**src/smbus_pkg.sv**
```systemverilog
// shared constants and types of the two-wire bus controller
package smbus_pkg;
  // ---------------------------------------------------------------
  // register indices, byte address is four times the index
  // ---------------------------------------------------------------
  localparam logic [9:0] IDX_CTRL = 10'h0C0;
  localparam logic [9:0] IDX_CFG = 10'h0C1;
  localparam logic [9:0] IDX_DATA = 10'h0C2;
  localparam logic [7:0] CFG_RESET = 8'h00;
  localparam logic [7:0] CTRL_RESET = 8'h00;
  // ---------------------------------------------------------------
  // bus_control_status bit positions
  // ---------------------------------------------------------------
  localparam int C_MASTER = 7;
  localparam int C_TX = 6;
  localparam int C_STA = 5;
  localparam int C_STO = 4;
  localparam int C_ACK_REQUEST = 3;
  localparam int C_ARB = 2;
  localparam int C_ACK = 1;
  localparam int C_SI = 0;
  // ---------------------------------------------------------------
  // bus_clock_configuration bit positions
  // ---------------------------------------------------------------
  localparam int F_EN = 7;
  localparam int F_INH = 6;
  localparam int F_BUSY = 5;
  localparam int F_EXTH = 4;
  localparam int F_TOE = 3;
  localparam int F_FTE = 2;
  localparam int F_CS = 0;
  // ---------------------------------------------------------------
  // timing: system clocks and source overflow periods
  // ---------------------------------------------------------------
  localparam logic [3:0] HOLD_STD = 4'h3;
  localparam logic [3:0] HOLD_EXT = 4'hC;
  localparam logic [3:0] SETUP_STD = 4'h1;
  localparam logic [3:0] SETUP_EXT = 4'hB;
  localparam logic [3:0] TICK_LOW = 4'h1;
  localparam logic [3:0] TICK_HIGH = 4'h2;
  localparam logic [3:0] TICK_COND = 4'h1;
  localparam logic [3:0] TICK_FREE = 4'hA;
  localparam logic [3:0] BIT_LAST = 4'h7;
  localparam logic [3:0] BIT_ACK = 4'h8;
  // ---------------------------------------------------------------
  // types
  // ---------------------------------------------------------------
  typedef struct packed {
    logic en;
    logic slave_inhibit;
    logic exth;
    logic toe;
    logic fte;
    logic [1:0] cs;
  } cfg_s;
  typedef struct packed {
    logic scl;
    logic sda;
  } lines_s;
  typedef enum logic [2:0] {
    ST_IDLE, ST_START, ST_SWAIT, ST_LOW, ST_HIGH, ST_CLOW, ST_CHIGH
  } st_e;
endpackage

```
**src/smbus_config_control.sv**
```systemverilog
// two-wire bus controller: configuration, control and bit engine
//
// What this block does
// - master bit is two high, one low periods
// - no scl phase under one source period
// - normal hold 3 clocks, setup 1 clock
// - extended setup 11, hold 12 clocks
// - setup restarts when interrupt flag clears
// - scl high reloads timeout timer, low counts
// - split timer reloads only upper half
// - both lines high over 10 periods frees bus
// - free timeout acts as received stop
// - enable bit gates the whole interface except the start-seen status bit, which a foreign start still sets
// - slave inhibit suppresses slave interrupts except the free bus timeout
// - busy set during transfer, cleared on stop
// - two-bit field selects overflow source
// - start flag starts master, software clears
// - stop flag ends after ack, self clears
// - start with stop gives stop then start
// - received byte requests ack, default nack
// - ack drives sda at once, scl waits
// - nacked address ignores slave until start
// - lost arbitration flagged, cleared with flag
// - interrupt flag stalls scl until cleared
// - inhibit answers nack from next start
`timescale 1ns/1ns
`default_nettype none
module smbus_config_control
  import smbus_pkg::*;
(
  // clock and reset
  input wire logic pclk,
  input wire logic presetn,
  // apb slave
  input wire logic psel,
  input wire logic penable,
  input wire logic pwrite,
  input wire logic [11:0] paddr,
  input wire logic [31:0] pwdata,
  output logic [31:0] prdata,
  output logic pready,
  output logic pslverr,
  // timer overflow pulses, index is the source select code
  input wire logic [3:0] ovf_src,
  input wire logic timer_split_mode,
  output logic t2_reload_hi,
  output logic t2_reload_lo,
  // open-drain bus lines
  input wire logic scl_i,
  output logic scl_o,
  output logic scl_oe,
  input wire logic sda_i,
  output logic sda_o,
  output logic sda_oe
);
  // ---------------------------------------------------------------
  // state
  // ---------------------------------------------------------------
  cfg_s cfg_r;
  st_e st_r, st_nxt;
  lines_s s1_r, s2_r, s3_r;
  logic master_r, tx_r, sta_r, seen_r, sto_r, ack_request_r, arb_r, ack_r;
  logic si_r, busy_r, slave_act_r, data_wr_r, addr_r;
  logic scl_drv_r, sda_drv_r, sda_prev_r;
  logic [7:0] shift_r;
  logic [3:0] bit_r, tick_r, hold_r, setup_r, free_r;
  logic [7:0] ctrl_rd, cfg_rd;
  logic [9:0] idx;
  logic aligned, hit_ctrl, hit_cfg, hit_data, wr_en;
  logic wr_ctrl, wr_cfg, wr_data, si_clr;
  logic scl_hi, scl_rise, scl_fall, start_det, stop_det, tick;
  logic part, tx_eff, want_low, hold_ok, setup_ok, hs_ok;
  logic scl_pull, ev_start, bit_end, ev_stopd, ev_frame, sample;
  logic ev_arb, ev_byte_rx, ev_tx_done, sstop, free_hit, drop;

  function automatic logic [3:0] sat_inc(input logic [3:0] v);
    return (v == 4'hF) ? v : v + 4'h1;
  endfunction

  // ---------------------------------------------------------------
  // apb decode
  // ---------------------------------------------------------------
  assign idx = paddr[11:2];
  assign aligned = paddr[1:0] == 2'b00;
  assign hit_ctrl = aligned & (idx == IDX_CTRL);
  assign hit_cfg = aligned & (idx == IDX_CFG);
  assign hit_data = aligned & (idx == IDX_DATA);
  assign wr_en = psel & penable & pwrite;
  assign wr_ctrl = wr_en & hit_ctrl;
  assign wr_cfg = wr_en & hit_cfg;
  assign wr_data = wr_en & hit_data;
  assign si_clr = wr_ctrl & ~pwdata[C_SI] & si_r;
  assign pready = 1'b1;
  assign pslverr = psel & penable & ~(hit_ctrl | hit_cfg | hit_data);

  always_comb begin
    ctrl_rd = 8'h00;
    ctrl_rd[C_MASTER] = master_r;
    ctrl_rd[C_TX] = tx_r;
    ctrl_rd[C_STA] = seen_r;
    ctrl_rd[C_STO] = sto_r;
    ctrl_rd[C_ACK_REQUEST] = ack_request_r;
    ctrl_rd[C_ARB] = arb_r;
    ctrl_rd[C_ACK] = ack_r;
    ctrl_rd[C_SI] = si_r;
    cfg_rd = 8'h00;
    cfg_rd[F_EN] = cfg_r.en;
    cfg_rd[F_INH] = cfg_r.slave_inhibit;
    cfg_rd[F_BUSY] = busy_r;
    cfg_rd[F_EXTH] = cfg_r.exth;
    cfg_rd[F_TOE] = cfg_r.toe;
    cfg_rd[F_FTE] = cfg_r.fte;
    cfg_rd[F_CS +: 2] = cfg_r.cs;
  end

  // read data is latched in the setup phase, so no wait states
  always_ff @(posedge pclk or negedge presetn) begin
    if (!presetn) begin
      prdata <= 32'h0;
    end else if (psel & ~penable) begin
      prdata <= 32'h0;
      if (hit_ctrl) prdata[7:0] <= ctrl_rd;
      if (hit_cfg) prdata[7:0] <= cfg_rd;
      if (hit_data) prdata[7:0] <= shift_r;
    end
  end

  always_ff @(posedge pclk or negedge presetn) begin
    if (!presetn) begin
      cfg_r <= cfg_s'(7'h00);
    end else if (wr_cfg) begin
      cfg_r.en <= pwdata[F_EN];
      cfg_r.slave_inhibit <= pwdata[F_INH];
      cfg_r.exth <= pwdata[F_EXTH];
      cfg_r.toe <= pwdata[F_TOE];
      cfg_r.fte <= pwdata[F_FTE];
      cfg_r.cs <= pwdata[F_CS +: 2];
    end
  end

  // ---------------------------------------------------------------
  // line sampling, conditions and timing
  // ---------------------------------------------------------------
  always_ff @(posedge pclk or negedge presetn) begin
    if (!presetn) begin
      s1_r <= 2'b11;
      s2_r <= 2'b11;
      s3_r <= 2'b11;
    end else begin
      s1_r <= {scl_i, sda_i};
      s2_r <= s1_r;
      s3_r <= s2_r;
    end
  end

  assign scl_hi = s2_r.scl;
  assign scl_rise = s2_r.scl & ~s3_r.scl;
  assign scl_fall = ~s2_r.scl & s3_r.scl;
  assign start_det = s2_r.scl & s3_r.scl & s3_r.sda & ~s2_r.sda;
  assign stop_det = s2_r.scl & s3_r.scl & ~s3_r.sda & s2_r.sda;
  // source ignored unless master, starting or watching for free bus
  assign tick = ovf_src[cfg_r.cs] & cfg_r.en &
                (master_r | sta_r | cfg_r.fte);

  assign hold_ok = hold_r >= (cfg_r.exth ? HOLD_EXT : HOLD_STD);
  assign setup_ok = setup_r >= (cfg_r.exth ? SETUP_EXT : SETUP_STD);
  assign hs_ok = hold_ok & setup_ok & (sda_drv_r == want_low);

  // hold counts from our own pull as well, since the sampled fall lags
  always_ff @(posedge pclk or negedge presetn) begin
    if (!presetn) begin
      hold_r <= 4'h0;
      setup_r <= 4'h0;
      sda_prev_r <= 1'b0;
    end else begin
      sda_prev_r <= sda_drv_r;
      if (scl_fall | (scl_pull & ~scl_drv_r)) hold_r <= 4'h0;
      else hold_r <= sat_inc(hold_r);
      if ((sda_drv_r != sda_prev_r) | si_clr) setup_r <= 4'h0;
      else setup_r <= sat_inc(setup_r);
    end
  end

  // high phases count only while scl is really seen high
  always_ff @(posedge pclk or negedge presetn) begin
    if (!presetn) begin
      tick_r <= 4'h0;
    end else if (st_nxt != st_r) begin
      tick_r <= 4'h0;
    end else if (tick & (scl_hi | (st_r != ST_HIGH & st_r != ST_CHIGH))) begin
      tick_r <= sat_inc(tick_r);
    end
  end

  always_ff @(posedge pclk or negedge presetn) begin
    if (!presetn) begin
      free_r <= 4'h0;
    end else if (~(s2_r.scl & s2_r.sda) | ~cfg_r.fte) begin
      free_r <= 4'h0;
    end else if (tick & free_r <= TICK_FREE) begin
      free_r <= free_r + 4'h1;
    end
  end
  assign free_hit = cfg_r.fte & tick & (free_r == TICK_FREE) & busy_r;

  always_ff @(posedge pclk or negedge presetn) begin
    if (!presetn) begin
      t2_reload_hi <= 1'b0;
      t2_reload_lo <= 1'b0;
    end else begin
      t2_reload_hi <= cfg_r.en & cfg_r.toe & scl_hi;
      t2_reload_lo <= cfg_r.en & cfg_r.toe & scl_hi &
                      ~timer_split_mode;
    end
  end

  // ---------------------------------------------------------------
  // bit engine
  // ---------------------------------------------------------------
  assign part = master_r | slave_act_r;
  assign tx_eff = (bit_r == 4'h0) ? data_wr_r : tx_r;
  assign sample = scl_rise & (st_r == ST_LOW | st_r == ST_HIGH);
  assign ev_arb = sample & (bit_r < BIT_ACK) & part & tx_eff &
                  ~sda_drv_r & ~s2_r.sda;
  assign ev_byte_rx = bit_end & (bit_r == BIT_LAST) & ~tx_r & part;
  assign ev_tx_done = bit_end & (bit_r == BIT_ACK) & tx_r & part;
  assign sstop = stop_det & slave_act_r & ~master_r;
  assign drop = bit_end & (bit_r == BIT_ACK) & addr_r & ~master_r &
                (~ack_r | ~slave_act_r);

  always_comb begin
    want_low = 1'b0;
    if (st_r == ST_CLOW) want_low = sto_r;
    else if (~part) want_low = 1'b0;
    else if (bit_r == BIT_ACK) want_low = ~tx_r & ack_r;
    else want_low = tx_eff & ~shift_r[7];
  end

  always_comb begin
    st_nxt = st_r;
    scl_pull = 1'b0;
    ev_start = 1'b0;
    bit_end = 1'b0;
    ev_stopd = 1'b0;
    ev_frame = 1'b0;
    case (st_r)
      ST_IDLE: begin
        if (sta_r & ~busy_r & scl_hi & s2_r.sda) st_nxt = ST_START;
      end
      ST_START: begin
        if (tick_r >= TICK_COND) begin
          scl_pull = 1'b1;
          st_nxt = ST_LOW;
          ev_start = 1'b1;
        end
      end
      ST_SWAIT: begin
        if (scl_fall) st_nxt = ST_LOW;
      end
      ST_LOW: begin
        if (master_r) begin
          scl_pull = 1'b1;
          if (~si_r & (bit_r == 4'h0) & (sto_r | sta_r)) begin
            st_nxt = ST_CLOW;
          end else if (~si_r & hs_ok & tick_r >= TICK_LOW) begin
            scl_pull = 1'b0;
            st_nxt = ST_HIGH;
            ev_frame = bit_r == 4'h0;
          end
        end else begin
          scl_pull = si_r | ~hs_ok;
          if (scl_rise) begin
            st_nxt = ST_HIGH;
            ev_frame = bit_r == 4'h0;
          end
        end
      end
      ST_HIGH: begin
        if (master_r ? (tick_r >= TICK_HIGH | scl_fall) : scl_fall) begin
          scl_pull = master_r;
          st_nxt = ST_LOW;
          bit_end = 1'b1;
        end
      end
      ST_CLOW: begin
        scl_pull = 1'b1;
        if (hs_ok & tick_r >= TICK_LOW) begin
          scl_pull = 1'b0;
          st_nxt = ST_CHIGH;
        end
      end
      ST_CHIGH: begin
        if (tick_r >= TICK_COND) begin
          // stop first; a pending start then waits for the free bus
          st_nxt = sto_r ? ST_IDLE : ST_START;
          ev_stopd = sto_r;
        end
      end
      default: st_nxt = ST_IDLE;
    endcase
  end

  always_ff @(posedge pclk or negedge presetn) begin
    if (!presetn) begin
      st_r <= ST_IDLE;
      bit_r <= 4'h0;
      scl_drv_r <= 1'b0;
      sda_drv_r <= 1'b0;
      slave_act_r <= 1'b0;
      addr_r <= 1'b0;
    end else if (~cfg_r.en) begin
      st_r <= ST_IDLE;
      scl_drv_r <= 1'b0;
      sda_drv_r <= 1'b0;
      slave_act_r <= 1'b0;
      addr_r <= 1'b0;
    end else if (ev_arb | drop) begin
      st_r <= ST_IDLE;
      scl_drv_r <= 1'b0;
      sda_drv_r <= 1'b0;
      slave_act_r <= 1'b0;
      addr_r <= 1'b0;
    end else if (start_det & ~master_r & st_r != ST_START) begin
      st_r <= ST_SWAIT;
      bit_r <= 4'h0;
      scl_drv_r <= 1'b0;
      sda_drv_r <= 1'b0;
      slave_act_r <= ~cfg_r.slave_inhibit;
      addr_r <= 1'b1;
    end else if ((stop_det | free_hit) & ~master_r) begin
      st_r <= ST_IDLE;
      scl_drv_r <= 1'b0;
      sda_drv_r <= 1'b0;
      slave_act_r <= 1'b0;
      addr_r <= 1'b0;
    end else begin
      st_r <= st_nxt;
      scl_drv_r <= scl_pull;
      if (ev_start) bit_r <= 4'h0;
      else if (bit_end) bit_r <= (bit_r == BIT_ACK) ? 4'h0 : bit_r + 4'h1;
      if (bit_end & bit_r == BIT_ACK) addr_r <= 1'b0;
      if (st_r == ST_IDLE) sda_drv_r <= st_nxt == ST_START;
      else if (st_r == ST_CHIGH & st_nxt != ST_CHIGH) sda_drv_r <= ~sto_r;
      else if ((st_r == ST_LOW | st_r == ST_CLOW) & hold_ok) begin
        sda_drv_r <= want_low;
      end
    end
  end

  // ---------------------------------------------------------------
  // data path
  // ---------------------------------------------------------------
  always_ff @(posedge pclk or negedge presetn) begin
    if (!presetn) begin
      shift_r <= 8'h00;
      data_wr_r <= 1'b0;
      tx_r <= 1'b0;
    end else begin
      if (sample & bit_r < BIT_ACK) shift_r <= {shift_r[6:0], s2_r.sda};
      else if (wr_data) shift_r <= pwdata[7:0];
      if (start_det & ~master_r) data_wr_r <= 1'b0;
      else if (wr_data) data_wr_r <= 1'b1;
      else if (ev_frame) data_wr_r <= 1'b0;
      if ((start_det & ~master_r) | ev_arb) tx_r <= 1'b0;
      else if (ev_start) tx_r <= 1'b1; // master sends the address first
      else if (ev_frame) tx_r <= data_wr_r;
    end
  end

  // ---------------------------------------------------------------
  // control and status flags, hardware set wins over clear
  // ---------------------------------------------------------------
  always_ff @(posedge pclk or negedge presetn) begin
    if (!presetn) begin
      si_r <= CTRL_RESET[C_SI];
      arb_r <= CTRL_RESET[C_ARB];
      seen_r <= CTRL_RESET[C_STA];
      sta_r <= CTRL_RESET[C_STA];
    end else begin
      si_r <= ev_start | ev_byte_rx | ev_tx_done | ev_arb | sstop |
              free_hit | (si_r & ~si_clr);
      arb_r <= ev_arb | (arb_r & ~si_clr);
      seen_r <= ev_start | (start_det & ~master_r & ~cfg_r.slave_inhibit) |
                (seen_r & ~si_clr);
      if (wr_ctrl) sta_r <= pwdata[C_STA];
    end
  end

  always_ff @(posedge pclk or negedge presetn) begin
    if (!presetn) begin
      sto_r <= CTRL_RESET[C_STO];
      ack_request_r <= CTRL_RESET[C_ACK_REQUEST];
      ack_r <= CTRL_RESET[C_ACK];
    end else begin
      if (sstop | free_hit) sto_r <= 1'b1;
      else if (ev_stopd) sto_r <= 1'b0;
      else if (wr_ctrl) sto_r <= pwdata[C_STO];
      if (ev_byte_rx) ack_request_r <= 1'b1;
      else if (bit_end & bit_r == BIT_ACK) ack_request_r <= 1'b0;
      if (ev_byte_rx) ack_r <= 1'b0;
      else if (sample & bit_r == BIT_ACK & tx_r & part) begin
        ack_r <= ~s2_r.sda;
      end else if (wr_ctrl) ack_r <= pwdata[C_ACK];
    end
  end

  always_ff @(posedge pclk or negedge presetn) begin
    if (!presetn) begin
      master_r <= CTRL_RESET[C_MASTER];
      busy_r <= 1'b0;
    end else if (~cfg_r.en) begin
      master_r <= 1'b0;
      busy_r <= 1'b0;
    end else begin
      if (ev_start) master_r <= 1'b1;
      else if (ev_stopd | ev_arb) master_r <= 1'b0;
      busy_r <= ev_start | (start_det & ~master_r) |
                (busy_r & ~stop_det & ~free_hit);
    end
  end

  // open drain: only ever pull low
  assign scl_o = 1'b0;
  assign sda_o = 1'b0;
  assign scl_oe = scl_drv_r;
  assign sda_oe = sda_drv_r;
endmodule
`default_nettype wire

```
**config.mk**
```make
export PLATFORM = sky130hd
export DESIGN_NAME = smbus_config_control
export DESIGN_NICKNAME = d
export VERILOG_FILES = /design/src/smbus_pkg.sv /design/src/smbus_config_control.sv
export SDC_FILE = /design/constraint.sdc
export NUM_CORES = 1
export LEC_CHECK = 0
export CORE_ASPECT_RATIO = 1.2
export CORE_MARGIN = 2
export CORE_UTILIZATION = 58
export CTS_CLUSTER_SIZE = 20
export DETAILED_ROUTE_END_ITERATION = 12
export DONT_BUFFER_PORTS = 1
export GPL_ROUTABILITY_DRIVEN = 0
export GPL_TIMING_DRIVEN = 0
export HOLD_SLACK_MARGIN = 0.05
export PLACE_DENSITY = 0.76
export SLEW_MARGIN = 30
export SYNTH_ARGS = -nofsm -noshare
export SYNTH_HDL_FRONTEND = slang
export SYNTH_SLANG_ARGS = --single-unit
```
**constraint.sdc**
```tcl
create_clock -name pclk -period 2.24 [get_ports pclk]
set_input_delay 0.224 -clock pclk [delete_from_list [all_inputs] [get_ports pclk]]
set_output_delay 0.224 -clock pclk [all_outputs]
set_load 0.1 [all_outputs]
```
==> key figures, run 1 <==
Critical path
  • Startpoint types: register
  • Reg2reg start: bit_r[0]
  • Flop2flop setup slack: -0.17 ns
  • Crit-path max FO: 5
  • Critical-path top delay cell: dfrtp_1
  • WS Path Type: register to register
  • Worst path cell trace: inv_2 > ha_4 > nor3b_2 > mux2i_1 > or3_4 > o2111ai_4 > nor3_4 > nor2_4 > a221o_1
  • R2R cell count: 9
  • Setup crit end: bit_r[2]
  • Critical Path Source: bit_r[0]
  • CP arrival: 2.66 ns
  • Element type at the critical path end: register
  • Crit path largest cell delay: 0.39 ns
  • FF-to-FF End: bit_r[2]
  • Required time worst endpoint: 2.48 ns

Die
  • Initial Util: 60.4%
  • Die X: 83.7 um
  • Die Footprint: 8330 um2
  • Row Count: 34
  • # IOs: 96
  • Core Region: 7320 um2
  • Die height: 99.6 um

STA
  • Fin. max-slew vios: 0
  • Fin crit period: 2.41 ns
  • Tcrit/Tclk final: 108%
  • Min Hold Slack: 0.0852 ns
  • Final setup vio count: 13
  • Clock Skew: 0.0181 ns
  • Slew at the pin closest to its max-slew limit: 0.910 ns
  • Fin. Hold Viols: 0
  • RSZ-0062 raised after global routing: true
  • Slew headroom: 39.3%
  • Max frequency: 415 MHz
  • Post-route worst setup slack: -0.172 ns

Layout
  • Layout fillers: 495
  • FF/Latch Area: 1760 um2
  • Layout cells sized above 1: 30.0%
  • Layout Utilization: 77.3%
  • Synth-to-layout area growth: 28.1%
  • Post-layout nets: 640
  • Multi-input gate area: 2740 um2
  • Ant diodes: 0
  • Post-route cell area: 5660 um2

Place
  • Final HPWL DP: 7.61 mm
  • Dpl cell area: 4670 um2
  • Place WS: -0.357 ns
  • Port bufs: 0

CTS
  • Num Clock Sinks: 70
  • Worst-skew pair later-pin latency: 0.37 ns
  • CTS tree: done
  • CTS Buf Count: 9
  • H-Tree Depth: 3
  • Maximum root-to-sink buffer count: 2
  • Root Driver: clkbuf_8
  • CTS clk-pin slew, worst paths: 0.09 ns

Power and ir drop
  • Max IR drop VDD: 0.000391 V
  • PD cells: 574 nW/um2
  • Internal power: 2160 uW
  • Clock share of power: 32.6%
  • Combinational Power Share: 23.6%
  • Switch Pwr: 1090 uW
  • Flop pwr share: 43.8%
  • P_leak: 0.00254 uW
  • Net Sw Frac: 33.6%

Status
  • Violations in the final reports: setup timing
  • Status: finished, violations left

Job
  • Max cap viols: 0

GRT
  • GRT Total Usage: 28.6%
  • Pin count of the biggest net entering global routing: 71
  • Global-route wire length before repair: 19.0 mm
  • GR Overflow Total: 0
  • Vias in the first global route: 3937
  • Initial antenna violation count: 0

Logic synthesis
  • Synth top area cells: dfrtp_1, mux2i_1, buf_4, ha_1, nor2_1
  • Post-synth top flop: dfrtp_1
  • Post-synth ARST share: 100%
  • Synth warn: 0
  • Synthesized area per cell: 9.24 um2
  • Most frequent cell after synthesis: dfrtp_1
  • Syn Inst Count: 478
  • Largest area contributor in the netlist: dfrtp_1
  • Commonest cells post-synth: dfrtp_1, nor2_1, nand2_1
  • Number of distinct library cells after synthesis: 69
  • Post-synth top area share: 36.3%
  • Post-synthesis sequential area ratio: 39.8%
  • Mapped Area: 4420 um2
  • #FFs+latches synth: 70
  • Post-synth EDFFs: 0

Drt
  • Wire per inst: 18.6 um
  • Routed WL: 12.3 mm
  • DRC violations left: 0
  • Router iterations before antenna repair: 7
  • Via Count: 4087
  • ANT nets after route: 0
  • Via/cell ratio: 6.16
  • DRT iter0 DRCs: 474

Worst hold path
  • Min-Delay Path Class: input pin to register
==> worst min-delay path by stage <==
stage | from | endpoint | slack [ns] | cells after the start
global route | pwdata[5] | shift_r[5] | 0.09 | 2
floorplan | presetn | ack_r | -0.07 | 0
detailed placement | presetn | hold_r[3] | -0.07 | 0
global placement | presetn | hold_r[2] | -0.07 | 0
finish | pwdata[5] | shift_r[5] | 0.09 | 2
CTS | pwdata[5] | shift_r[5] | 0.08 | 2
==> through the flow <==
step	TNS, ns	total power (uW)	cells
after floorplan	-0.145	1950	503
final	-1.48	3250	663
after detailed placement	-4.60	2030	593
after global placement	-3.87	2000	593
after CTS	-1.32	3230	655
after global routing	-2.75	3380	663
==> critical path, delay by kind of cell, from the launching register on <==
kind / cells / cell delay [ns]
buffers and inverters: 1 / 0.09
adder cells (fa/ha/maj): 1 / 0.18
flip-flops: 1 / 0.39
multiplexers: 1 / 0.29
AO/OA/AOI/OAI: 2 / 0.56
AND/OR/NAND/NOR: 4 / 0.80
==> sequential cells by signal (all words and copies together), names as in the netlist, 2 cells and up <==
name / flops
shift_r: 8
prdata: 8
s3_r: 2
st_r: 3
cfg_r: 7
s1_r: 2
bit_r: 4
setup_r: 4
hold_r: 4
free_r: 4
tick_r: 4
==> layout make-up <==
cell class	instances	share of cell area, %
multi-input combinational	371	48.4
tap	90	1.99
clock buffer	9	2.19
sequential	70	31.2
clock inverter	7	1.30
inverter	17	1.13
buffer	45	5.04
timing repair buffer	54	8.74
==> metal layers <==
metal / vias to the layer above / wire length [um] / track usage (%) / share of wire [%]
li1: 1843 / - / - / -
met1: 1939 / 4740 / 35.3 / 39
met2: 238 / 6150 / 49.0 / 50
met3: 67 / 936 / 5.31 / 7.6
met4: 0 / 480 / 12.5 / 3.9
met5: - / 0 / 0 / 0
==> power groups by stage <==
stage / sequential, uW / clock [uW] / combinational, uW
finish: 1420 / 1060 / 765
global route: 1430 / 1120 / 821
CTS: 1420 / 1070 / 736
detailed placement: 1460 / 0 / 572
global placement: 1450 / 0 / 552
floorplan: 1430 / 0 / 519
==> logic make-up after synthesis <==
group,Yosys count,share of synthesized area [%]
adders and majority gates,16,4.53
other,2,0.170
AOI/OAI and AO/OA,106,16.7
and+or+nand+nor,182,21.7
DFF,70,39.8
xor gates and xnor gates,8,1.59
buffers and inverters,62,7.73
muxes,32,7.76
==> repair_timing <==
item	4_1_cts	5_1_grt
resized for setup	36	38
pin swaps	23	28
endpoints found under the setup margin	20	21
buffers inserted	33	10
hold buffers	13	0
gates cloned	0	0
hold endpoints to repair	82	0
==> cell usage in the layout, fill, tap and decap left out, drive strengths merged, types with 12 or more instances in the layout <==
master / instances
dlygate4sd3: 12
clkbuf: 22
conb: 27
ha: 16
inv: 18
mux2i: 23
o21ai: 18
nand2: 41
dfrtp: 64
buf: 74
a21oi: 32
nor3: 16
nor2: 46
nand3: 16
No activity file was read; power rests on OpenSTA's default activity.
==> run 2, diff against run 1 <==
- CAP_MARGIN: not set -> 20
- SKIP_LAST_GASP: not set -> 1
==> key figures, run 2 (synthesized netlist as in run 1, its figures left out) <==
Critical path
  • WS Path Type: register to register
  • Startpoint types: register
  • CP arrival: 2.73 ns
  • Critical-path top delay cell: a2111oi_4
  • Worst path cell trace: inv_2 > ha_4 > nand2b_4 > a2111oi_4 > buf_4 > nor4_4 > a21oi_4 > buf_6 > o311ai_4 > a211oi_2
  • Element type at the critical path end: register
  • Crit path largest cell delay: 0.40 ns
  • Required time worst endpoint: 2.50 ns
  • Crit-path max FO: 6

STA
  • Fin. Hold Viols: 0
  • Tcrit/Tclk final: 110%
  • Post-route worst setup slack: -0.233 ns
  • Slew at the pin closest to its max-slew limit: 0.921 ns
  • Max frequency: 404 MHz
  • Final setup vio count: 15
  • Fin crit period: 2.47 ns
  • RSZ-0062 raised after global routing: true
  • Fin. max-slew vios: 0
  • Clock Skew: 0.0206 ns
  • Slew headroom: 38.6%

Place
  • Port bufs: 0
  • Dpl cell area: 4670 um2
  • Final HPWL DP: 7.61 mm
  • Placed Instances: 593

Power and ir drop
  • P_leak: 0.00253 uW
  • PnR Total Power: 3250 uW
  • PD cells: 574 nW/um2
  • Max IR drop VDD: 0.000391 V

CTS
  • Root Driver: clkbuf_8
  • H-Tree Depth: 3
  • CTS tree: done
  • Worst-skew pair later-pin latency: 0.37 ns
  • Num Clock Sinks: 70
  • Maximum root-to-sink buffer count: 2
  • CTS Buf Count: 9
  • CTS clk-pin slew, worst paths: 0.08 ns

Layout
  • Layout cells sized above 1: 30.0%
  • Most common cell after layout, fill and taps aside: buf_4
  • Multi-input gate area: 2740 um2
  • Top Registers: prdata: 8 flops, shift_r: 8 flops, cfg_r: 7 flops
  • Synth-to-layout area growth: 28.0%
  • Commonest cells after routing, fill and taps aside: buf_4, dfrtp_1, nor2_1
  • FF/Latch Area: 1760 um2
  • Post-route cell area: 5650 um2
  • Layout fillers: 500
  • Post-layout nets: 640
  • Final Non-Filler Cells: 663
  • Ant diodes: 0
  • Layout Utilization: 77.3%

Status
  • Status: finished, violations left
  • Violations in the final reports: setup timing

Job
  • Max cap viols: 0

GRT
  • Vias in the first global route: 3936
  • GRT Total Usage: 28.6%
  • Pin count of the biggest net entering global routing: 71
  • GR Overflow Total: 0
  • Initial antenna violation count: 0
  • Global-route wire length before repair: 19.0 mm

Drt
  • DRC violations left: 0
  • DRT iter0 DRCs: 435
  • Via/cell ratio: 6.19
  • Wire per inst: 18.7 um
  • Routed WL: 12.4 mm
  • Via Count: 4103
  • ANT nets after route: 0
  • Router iterations before antenna repair: 5

Die
  • Die height: 99.6 um
  • Initial Util: 60.4%
  • Die Footprint: 8330 um2
  • Die X: 83.7 um
  • # IOs: 96
  • Core Region: 7320 um2
  • Row Count: 34

Worst hold path
  • Min-Delay Path Class: input pin to register
[run 2: power breakdown]
part	total, uW	internal (uW)	switching [uW]
Combinational	766	298	468
Sequential	1420	1340	83.3
Clock	1060	518	541
Total	3250	2160	1090
[run 2: metal layers]
metal  part of all wire, %  GRT usage, %  up-vias
met2                    49          49.0      240
met4                   4.1          12.5        0
met5                     0             0        -
met1                    38          35.2     1955
li1                      -             -     1844
met3                   8.0          5.31       64
[run 2: worst max-delay path, delay by kind of cell (launching register included)]
family	cells	cell delay, ns
buf+inv	3	0.48
simple gates	2	0.18
compound gates	4	1.09
flops	1	0.39
fa+ha+maj	1	0.22
[run 2: worst paths after layout]
kind / startpoint / endpoint / slack, ns / depth (start not counted)
max: cfg_r[4] / tick_r[2] / -0.23 / 10
min: pwdata[5] / shift_r[5] / 0.08 / 2
max reg2reg: cfg_r[4] / tick_r[2] / -0.23 / 10
min reg2reg: s1_r[1] / scl_hi / 0.36 / 0
max in group asynchronous: presetn / s3_r[1] / 1.50 / 2
min in group asynchronous: presetn / st_r[2] / 0.39 / 2
[run 2: metrics by stage]
stage | TNS [ns] | hold WS (ns) | worst slack [ns]
floorplan | -0.145 | -0.0716 | -0.0363
global placement | -3.87 | -0.0692 | -0.331
detailed placement | -4.60 | -0.0690 | -0.357
CTS | -1.34 | 0.0771 | -0.142
global route | -2.87 | 0.0875 | -0.284
finish | -1.68 | 0.0841 | -0.233
[run 2: what timing repair did]
| item | 4_1_cts | 5_1_grt |
|---|---|---|
| pin swaps | 23 | 28 |
| gates resized for setup | 35 | 38 |
| setup buffers | 33 | 10 |
| hold buffers | 13 | 0 |
| hold endpoints to repair | 82 | 0 |
| setup endpoints to repair | 20 | 21 |
[run 2: area by class of cell]
class                      count  share of cell area, %
clock inverter                 7                   1.31
clock buffer                   9                   2.19
inverter                      17                   1.13
buffer                        45                   5.05
sequential                    70                   31.2
multi-input combinational    371                   48.5
timing repair buffer          54                   8.67
tap                           90                   1.99
